`config.mk`:
```
export PLATFORM = sky130hd
export DESIGN_NAME = clbrc_top
export DESIGN_NICKNAME = d
export VERILOG_FILES = /design/src/include/clbrc_pkg.sv /design/src/rtl/clbrc_sync.sv /design/src/rtl/clbrc_top.sv
export SDC_FILE = /design/constraint.sdc
export NUM_CORES = 1
export LEC_CHECK = 0
export ABC_AREA = 1
export ABC_CLOCK_PERIOD_IN_PS = 1000
export CORE_ASPECT_RATIO = 0.5
export CORE_MARGIN = 4
export CORE_UTILIZATION = 35
export DETAILED_ROUTE_END_ITERATION = 6
export DONT_BUFFER_PORTS = 1
export PLACE_DENSITY = 0.5
export SETUP_SLACK_MARGIN = 0.05
export SYNTH_ARGS = -nofsm -noshare
export SYNTH_HDL_FRONTEND = slang
export SYNTH_SLANG_ARGS = --single-unit
```
`constraint.sdc`:
```
create_clock -name core_clk_i -period 1 [get_ports core_clk_i]
set_input_delay 0.05 -clock core_clk_i [delete_from_list [all_inputs] [get_ports core_clk_i]]
set_output_delay 0.05 -clock core_clk_i [all_outputs]
set_load 0.02 [all_outputs]
```
`src/include/clbrc_pkg.sv`:
```
// shared constants for the cpu local bus ready control block
package clbrc_pkg;

  // kind of cpu cycle reported by the address decoder
  typedef enum logic [1:0] {
    CLBRC_KIND_OTHER = 2'h0,  // no local memory answer from this block
    CLBRC_KIND_DRAM  = 2'h1,  // local-bus dram access
    CLBRC_KIND_CACHE = 2'h2,  // cache access
    CLBRC_KIND_SLOT  = 2'h3   // slot bus access, completed by the other ready
  } clbrc_kind_e;

  localparam int unsigned CLBRC_LANES       = 4;      // byte lanes on the 32-bit data bus
  localparam int unsigned CLBRC_BURST_BEATS = 4;      // doublewords in a full burst
  localparam int unsigned CLBRC_SYNC_STAGES = 2;      // flops in front of every pin input
  localparam int unsigned CLBRC_OE_TAIL_CYC = 1;      // clocks the ready pin stays driven high
  localparam int unsigned CLBRC_BEAT_W      = 2;      // width of the beat counter

  // values after reset
  localparam logic [3:0]  CLBRC_LANES_RST   = 4'hf;   // all lanes enabled
  localparam logic [3:0]  CLBRC_BE_N_RST    = 4'hf;   // byte enables idle high
  localparam logic        CLBRC_PIN_IDLE    = 1'h1;   // active-low pins idle high
  localparam logic [1:0]  CLBRC_BEAT_RST    = 2'h0;   // beat counter start value
  localparam logic [1:0]  CLBRC_LAST_BEAT   = 2'(CLBRC_BURST_BEATS - 1);

endpackage

```
`src/rtl/clbrc_sync.sv`:
```
// two-flop synchroniser for a group of pin inputs
`timescale 1ns/1ps
`default_nettype none

module clbrc_sync #(
  parameter int unsigned WIDTH = 1,
  parameter logic [WIDTH-1:0] RST_VAL = '1
) (
  // clock and reset
  input  wire logic             core_clk_i,
  input  wire logic             sys_rst_i,
  // asynchronous pin level in, synchronised level out
  input  wire logic [WIDTH-1:0] async_i,
  output logic      [WIDTH-1:0] sync_o
);

  logic [WIDTH-1:0] meta_r;  // first stage, read only by the second
  logic [WIDTH-1:0] sync_r;  // second stage

  // both stages reset to the idle level of the pins
  always_ff @(posedge core_clk_i)
  begin
    if (sys_rst_i)
    begin
      meta_r <= RST_VAL;
      sync_r <= RST_VAL;
    end
    else
    begin
      meta_r <= async_i;
      sync_r <= meta_r;
    end
  end

  assign sync_o = sync_r;

endmodule

`default_nettype wire

```
`src/rtl/clbrc_top.sv`:
```
// cpu local bus ready, byte enable, burst last and address-20 mask control
// Notes on behaviour
// - drive ready pin only low, plus one tail
// - during hold, ready pin is a local-device input
// - byte enables normally received as lane inputs
// - dram reads ignore byte enables, all lanes
// - during hold, drive byte enables for dma lanes
// - burst last input ends a short burst
// - during hold, drive burst last low
// - dma and master cycles never burst
// - provide address bit 20 mask output
// - ready low when read data valid or write taken
// - ready for dram and cache reads, never slot
`timescale 1ns/1ps
`default_nettype none

module clbrc_top
  import clbrc_pkg::*;
#(
  parameter int unsigned LANES = clbrc_pkg::CLBRC_LANES
) (
  // clock and reset
  input  wire logic              core_clk_i,
  input  wire logic              sys_rst_i,
  // cycle information from the address decoder and cache/dram logic
  input  wire logic              cyc_start_i,
  input  wire clbrc_pkg::clbrc_kind_e cyc_kind_i,
  input  wire logic              cyc_write_i,
  input  wire logic              data_ready_i,
  // hold state and dma lane selection from the dma / master logic
  input  wire logic              hold_acknowledge_i,
  input  wire logic              local_dev_sel_i,
  input  wire logic [LANES-1:0]  dma_lanes_i,
  // address-20 mask request from the gate logic
  input  wire logic              a20_mask_req_i,
  // burst ready pin
  input  wire logic              burst_done_n_i,
  output logic                   burst_done_n_o,
  output logic                   burst_done_n_oe_o,
  // byte enable pins
  input  wire logic [LANES-1:0]  byte_en_n_i,
  output logic      [LANES-1:0]  byte_en_n_o,
  output logic                   byte_en_n_oe_o,
  // burst last pin
  input  wire logic              burst_last_n_i,
  output logic                   burst_last_n_o,
  output logic                   burst_last_n_oe_o,
  // address-20 mask pin, active low
  output logic                   a20_mask_n_o,
  // results toward the memory logic
  output logic      [LANES-1:0]  lane_en_o,
  output logic                   burst_end_o,
  output logic                   local_done_o
);

  // states of the ready pin driver
  typedef enum logic [1:0] {
    RDY_IDLE,   // pin released
    RDY_LOW,    // pin driven low, one clock per beat, held across back-to-back beats
    RDY_TAIL    // pin driven high, still enabled
  } clbrc_rdy_e;

  // synchronised pin levels
  logic             done_n_s;    // burst ready as seen during hold
  logic [LANES-1:0] be_n_s;      // cpu byte enables
  logic             last_n_s;    // cpu burst last
  logic             done_n_d_r;  // previous synchronised ready, for edge finding

  // cycle tracking state
  logic                    act_r,     act_nxt;      // a cpu cycle is open
  clbrc_kind_e             kind_r,    kind_nxt;     // kind of the open cycle
  logic                    wr_r,      wr_nxt;       // open cycle is a write
  logic [CLBRC_BEAT_W-1:0] beat_r,    beat_nxt;     // beats done in this burst
  logic                    bend_r,    bend_nxt;     // burst end pulse
  logic [LANES-1:0]        lanes_r,   lanes_nxt;    // lanes used by the memory

  // pin driver state
  clbrc_rdy_e              rdy_r,     rdy_nxt;      // ready driver state
  logic                    rdy_o_r,   rdy_o_nxt;    // ready pin level
  logic                    rdy_oe_r,  rdy_oe_nxt;   // ready pin enable
  logic [LANES-1:0]        be_o_r,    be_o_nxt;     // byte enable pin level
  logic                    be_oe_r,   be_oe_nxt;    // byte enable pin enable
  logic                    last_o_r,  last_o_nxt;   // burst last pin level
  logic                    last_oe_r, last_oe_nxt;  // burst last pin enable
  logic                    a20_r,     a20_nxt;      // address-20 mask pin level
  logic                    ldone_r,   ldone_nxt;    // local device ended a hold cycle

  // helper terms
  logic answer;     // this beat is answered by the ready pin
  logic last_beat;  // this beat closes the burst

  // pin inputs pass two flops before use
  clbrc_sync #(
    .WIDTH   (LANES + 2),
    .RST_VAL ({CLBRC_BE_N_RST, CLBRC_PIN_IDLE, CLBRC_PIN_IDLE})
  ) u_sync (
    .core_clk_i (core_clk_i),
    .sys_rst_i  (sys_rst_i),
    .async_i    ({byte_en_n_i, burst_done_n_i, burst_last_n_i}),
    .sync_o     ({be_n_s, done_n_s, last_n_s})
  );

  // which beats get a ready answer from this block
  always_comb
  begin
    // only dram accesses and cache reads, never slot cycles
    answer = act_r && data_ready_i && !hold_acknowledge_i &&
             ((kind_r == CLBRC_KIND_DRAM) || ((kind_r == CLBRC_KIND_CACHE) && !wr_r));
    // short burst via burst last, full burst at four beats
    // a hold cycle is always a single access
    last_beat = hold_acknowledge_i || !last_n_s || (beat_r == CLBRC_LAST_BEAT) ||
                (kind_r == CLBRC_KIND_SLOT);
  end

  // cycle tracking: kind, beat count, lanes and burst end
  always_comb
  begin
    act_nxt   = act_r;
    kind_nxt  = kind_r;
    wr_nxt    = wr_r;
    beat_nxt  = beat_r;
    bend_nxt  = 1'b0;
    lanes_nxt = lanes_r;
    if (cyc_start_i)
    begin
      // new cycle opens
      act_nxt  = 1'b1;
      kind_nxt = cyc_kind_i;
      wr_nxt   = cyc_write_i;
      beat_nxt = CLBRC_BEAT_RST;
      // dram reads ignore the byte enables and return every lane
      if ((cyc_kind_i == CLBRC_KIND_DRAM) && !cyc_write_i)
        lanes_nxt = CLBRC_LANES_RST;
      else if (hold_acknowledge_i)
        lanes_nxt = dma_lanes_i;  // lanes chosen by the dma logic
      else
        lanes_nxt = ~be_n_s;      // lanes chosen by the cpu
    end
    else if (act_r && data_ready_i)
    begin
      // one beat completed
      if (last_beat)
      begin
        act_nxt  = 1'b0;
        bend_nxt = 1'b1;  // tell the memory logic to stop the burst
        beat_nxt = CLBRC_BEAT_RST;
      end
      else
      begin
        beat_nxt = beat_r + CLBRC_BEAT_W'(1);
      end
    end
  end

  always_ff @(posedge core_clk_i)
  begin
    if (sys_rst_i)
    begin
      act_r   <= 1'b0;
      kind_r  <= CLBRC_KIND_OTHER;
      wr_r    <= 1'b0;
      beat_r  <= CLBRC_BEAT_RST;
      bend_r  <= 1'b0;
      lanes_r <= CLBRC_LANES_RST;
    end
    else
    begin
      act_r   <= act_nxt;
      kind_r  <= kind_nxt;
      wr_r    <= wr_nxt;
      beat_r  <= beat_nxt;
      bend_r  <= bend_nxt;
      lanes_r <= lanes_nxt;
    end
  end

  // pin drivers: ready, byte enables, burst last, address-20 mask
  always_comb
  begin
    rdy_nxt     = rdy_r;
    rdy_o_nxt   = CLBRC_PIN_IDLE;
    rdy_oe_nxt  = 1'b0;
    case (rdy_r)
      RDY_IDLE:
      begin
        // enable only when the line must go low
        if (answer)
        begin
          rdy_nxt    = RDY_LOW;
          rdy_o_nxt  = 1'b0;  // read data valid or write taken
          rdy_oe_nxt = 1'b1;
        end
      end
      RDY_LOW:
      begin
        // the cpu took the low sample as this beat's end
        if (answer)
        begin
          rdy_nxt    = RDY_LOW;   // next burst beat back to back
          rdy_o_nxt  = 1'b0;
          rdy_oe_nxt = 1'b1;
        end
        else
        begin
          rdy_nxt    = RDY_TAIL;  // return high, stay driven
          rdy_o_nxt  = 1'b1;
          rdy_oe_nxt = 1'b1;
        end
      end
      RDY_TAIL:
      begin
        if (answer)
        begin
          rdy_nxt    = RDY_LOW;
          rdy_o_nxt  = 1'b0;
          rdy_oe_nxt = 1'b1;
        end
        else
        begin
          rdy_nxt = RDY_IDLE;  // high for one clock, now released
        end
      end
      default:
      begin
        rdy_nxt = RDY_IDLE;
      end
    endcase
    // during hold the ready pin is never driven from here
    if (hold_acknowledge_i)
    begin
      rdy_nxt    = RDY_IDLE;
      rdy_o_nxt  = CLBRC_PIN_IDLE;
      rdy_oe_nxt = 1'b0;
    end
    // byte enables: inputs normally, driven with dma lanes during hold
    be_oe_nxt   = hold_acknowledge_i;
    be_o_nxt    = hold_acknowledge_i ? ~dma_lanes_i : CLBRC_BE_N_RST;
    // burst last: input normally, held low during hold
    last_oe_nxt = hold_acknowledge_i;
    last_o_nxt  = hold_acknowledge_i ? 1'b0 : CLBRC_PIN_IDLE;
    // mask request shown low on the pin
    a20_nxt     = !a20_mask_req_i;
    // falling ready from a selected local device ends the hold cycle
    ldone_nxt   = hold_acknowledge_i && local_dev_sel_i && done_n_d_r && !done_n_s;
  end

  always_ff @(posedge core_clk_i)
  begin
    if (sys_rst_i)
    begin
      rdy_r      <= RDY_IDLE;
      rdy_o_r    <= CLBRC_PIN_IDLE;
      rdy_oe_r   <= 1'b0;
      be_o_r     <= CLBRC_BE_N_RST;
      be_oe_r    <= 1'b0;
      last_o_r   <= CLBRC_PIN_IDLE;
      last_oe_r  <= 1'b0;
      a20_r      <= CLBRC_PIN_IDLE;
      ldone_r    <= 1'b0;
      done_n_d_r <= CLBRC_PIN_IDLE;
    end
    else
    begin
      rdy_r      <= rdy_nxt;
      rdy_o_r    <= rdy_o_nxt;
      rdy_oe_r   <= rdy_oe_nxt;
      be_o_r     <= be_o_nxt;
      be_oe_r    <= be_oe_nxt;
      last_o_r   <= last_o_nxt;
      last_oe_r  <= last_oe_nxt;
      a20_r      <= a20_nxt;
      ldone_r    <= ldone_nxt;
      done_n_d_r <= done_n_s;
    end
  end

  // outputs come straight from flops
  assign burst_done_n_o    = rdy_o_r;
  assign burst_done_n_oe_o = rdy_oe_r;
  assign byte_en_n_o       = be_o_r;
  assign byte_en_n_oe_o    = be_oe_r;
  assign burst_last_n_o    = last_o_r;
  assign burst_last_n_oe_o = last_oe_r;
  assign a20_mask_n_o      = a20_r;
  assign lane_en_o         = lanes_r;
  assign burst_end_o       = bend_r;
  assign local_done_o      = ldone_r;

endmodule

`default_nettype wire

```
==> results.py <==
metrics = {
    "critical_path": {
        "crit_path_end_kind": "register",
        "critPathMaxStageDelay_ps": 330,
        "start_kind": "register",
        "worstPathArrival_ps": 1150,
        "crit_path_cell_trace": "ha_2, inv_2, nand3_2, nand2_2, nand2_2, nor2_2",
        "crit_path_max_fanout": 3,
        "slowest_stage": "dfxtp_2",
        "cp.required_ps": 1220,
        "path_common_cell": "nand2_2",
        "critPathKind": "register to register",
    },
    "synthesis": {
        "syn-cell-area_um2": 1190,
        "synth_common_cells": "dfxtp_1, nand2_1, inv_1",
        "yosysWarnings": 0,
        "synthCells": 135,
        "synth_seq_cells": 36,
        "seq_area_frac_synth_pct": 60.4,
        "post-synth-top-count-cell": "dfxtp_1",
        "synth_top_area_cell": "dfxtp_1",
        "synth-edff-count": 0,
        "synth_area_leaders": "dfxtp_1, nand2_1, or2_2",
        "ys_types": 19,
        "synth_fp_nets": 156,
        "yosysTopAreaCellShare_pct": 60.4,
        "synth_top_flop_cell": "dfxtp_1",
        "avgSynthCellArea_um2": 8.83,
        "async_flop_share_pct": 0,
    },
    "floorplanning": {
        "start_util_pct": 38.0,
        "design.die.area_um2": 4460,
        "row_count": 14,
        "coreArea_um2": 3140,
        "io_pins": 36,
        "die_y_um": 49.3,
        "die_x_um": 90.5,
    },
    "sta": {
        "finalSetupViolations": 0,
        "fin_crit_sh_pct": 92.5,
        "fin_crit_ps": 925,
        "rsz0062_at_grt": "yes",
        "clock_skew_ps": 3.91,
        "timing.final.ws_setup_ps": 75.1,
        "finalHoldViolations": 0,
        "relSlewSlack_pct": 74.5,
        "max_freq_mhz": 1080,
        "slew_violations": 0,
        "worst_slew_pin_slew_ps": 381,
        "whs_ps": 10.6,
        "setup_tns_ps": 0,
    },
    "placed_design": {
        "place.port_buffers": 0,
        "dp_slack_ps": 57.9,
        "dp_hpwl_mm": 1.52,
        "gp_congestion": 0.699,
    },
    "final_layout": {
        "nets": 187,
        "diodes": 0,
        "multi_input_area_um2": 405,
        "drive_gt1_share_pct": 24.0,
        "n_fill_cell": 288,
        "regArea_um2": 722,
        "area_delta_synth_final_pct": 34.9,
    },
    "route": {
        "vias": 872,
        "wire_per_inst_um": 11.0,
        "dr.pass1.iters": 4,
        "ant_nets": 0,
        "drt-initial-drc-count": 28,
        "finalWirelength_mm": 2.28,
        "route.detailed.drc": 0,
        "vias_per_cell": 4.21,
    },
    "power_and_ir_drop": {
        "p_per_area_nw_per_um2": 1750,
        "vdd_drop_max_mv": 0.828,
        "leakage_nw": 0.700,
    },
    "clock_tree": {
        "clk_pin_slew_ps": 70,
        "cts.path.max_buffers": 2,
        "cts_num_sinks": 36,
        "cts_tree": "done",
        "htreeDepth": 2,
        "post-cts-setup-buffer-count": 0,
        "clockRootBuffer": "clkbuf_8",
        "clk_latency_ps": 280,
        "numCtsBuffers": 5,
    },
    "global_route": {
        "grt_pass1_wl_mm": 3.68,
        "grt_max_degree": 14,
        "grt_pass1_vias": 829,
        "antenna_found_initial": 0,
        "grt_use_total_pct": 11.1,
        "grt_overflow": 0,
    },
    "run_status": {
        "status": "complete, no violations",
    },
    "job": {
        "cap_violations": 0,
    },
    "worst_hold_path": {
        "hold_path.class": "input pin to register",
    },
}
-- through the flow --
step	total power, mW	instances	cell area (um2)	utilization, %
final	2.82	207	1610	51.3
after global routing	2.96	207	1610	51.3
after CTS	2.84	207	1570	50.1
after detailed placement	1.73	176	1250	39.8
after global placement	1.73	176	1250	39.8
after floorplan	1.70	135	1190	-
-- cell type report --
class | count | area share [%]
flip-flops and latches | 36 | 44.9
inverters | 21 | 4.90
multi-input cells | 75 | 25.2
repair buffers | 27 | 16.3
well taps | 40 | 3.11
clock buffers | 8 | 5.60
-- report_power, final --
part | internal, mW | switching (mW)
clock | 0.561 | 0.467
combinational | 0.129 | 0.116
sequential | 1.50 | 0.0469
total | 2.19 | 0.630
-- path summary, 6_finish.rpt --
kind	startpoint	end	slack (ps)	cells past startpoint
setup / recovery	beat_r[0]$_SDFFE_PP0N_	beat_r[1]$_SDFFE_PP0N_	80	6
hold / removal	hold_acknowledge_i	lane_en_o[3]$_SDFFE_PP1P_	10	4
setup reg to reg	beat_r[0]$_SDFFE_PP0N_	beat_r[1]$_SDFFE_PP0N_	80	6
hold reg to reg	u_sync.meta_r[1]$_SDFF_PP1_	u_sync.sync_o[1]$_SDFF_PP1_	410	1
-- cells in the final DEF, fill, tap and decap left out --
cell type,n
a21oi_1,2
buf_4,4
clkbuf_1,2
clkbuf_8,6
dfxtp_1,35
dfxtp_2,1
dlygate4sd3_1,22
dlymetal6s4s_1,1
ha_2,1
inv_1,17
inv_2,4
nand2_1,23
nand2_2,5
nand2_4,1
nand3_1,3
nand3_2,1
nor2_1,7
nor2_2,3
nor2_4,1
o21ai_0,5
o21ai_1,3
o21ai_2,1
o22ai_1,2
or2_0,4
or2_2,12
xor2_1,1
-- sequential cells by signal, summed over array words and instances, names as in the netlist, 2 cells and up --
name / cells
kind_r: 2
u_sync.meta_r: 6
byte_en_n_o: 4
u_sync.sync_o: 6
rdy_r: 2
beat_r: 2
lane_en_o: 4
-- routing by layer --
metal | vias up | track usage (%) | part of all wire [%]
met5 | - | 0 | 0
met4 | 0 | 5.33 | 1.8
met3 | 5 | 5.55 | 7.0
met2 | 23 | 16.2 | 43
met1 | 378 | 13.5 | 48
li1 | 466 | - | -
-- logic make-up (layout without fill, tap and decap cells) --
| group | Yosys count | after routing | share of synthesized area (%) |
|---|---|---|---|
| compound gates | 13 | 13 | 5.67 |
| xor+xnor | 1 | 1 | 0.735 |
| fa+ha+maj | 1 | 1 | 1.05 |
| simple gates | 60 | 60 | 23.5 |
| flops | 36 | 36 | 60.4 |
| buf+inv | 24 | 56 | 8.60 |
-- worst max-delay path: cells and delay by family (launching register included) --
| family | cells | cell delay (ps) |
|---|---|---|
| adder cells (fa/ha/maj) | 1 | 170 |
| buffers and inverters | 1 | 40 |
| flip-flops | 1 | 330 |
| AND/OR/NAND/NOR | 4 | 330 |
-- timing repair --
action,in CTS,in global routing
hold buffers,23,0
resized for setup,1,13
pin swaps,0,4
setup endpoints to repair,1,9
endpoints found under the hold margin,33,0
No activity file was read; power rests on OpenSTA's default activity.
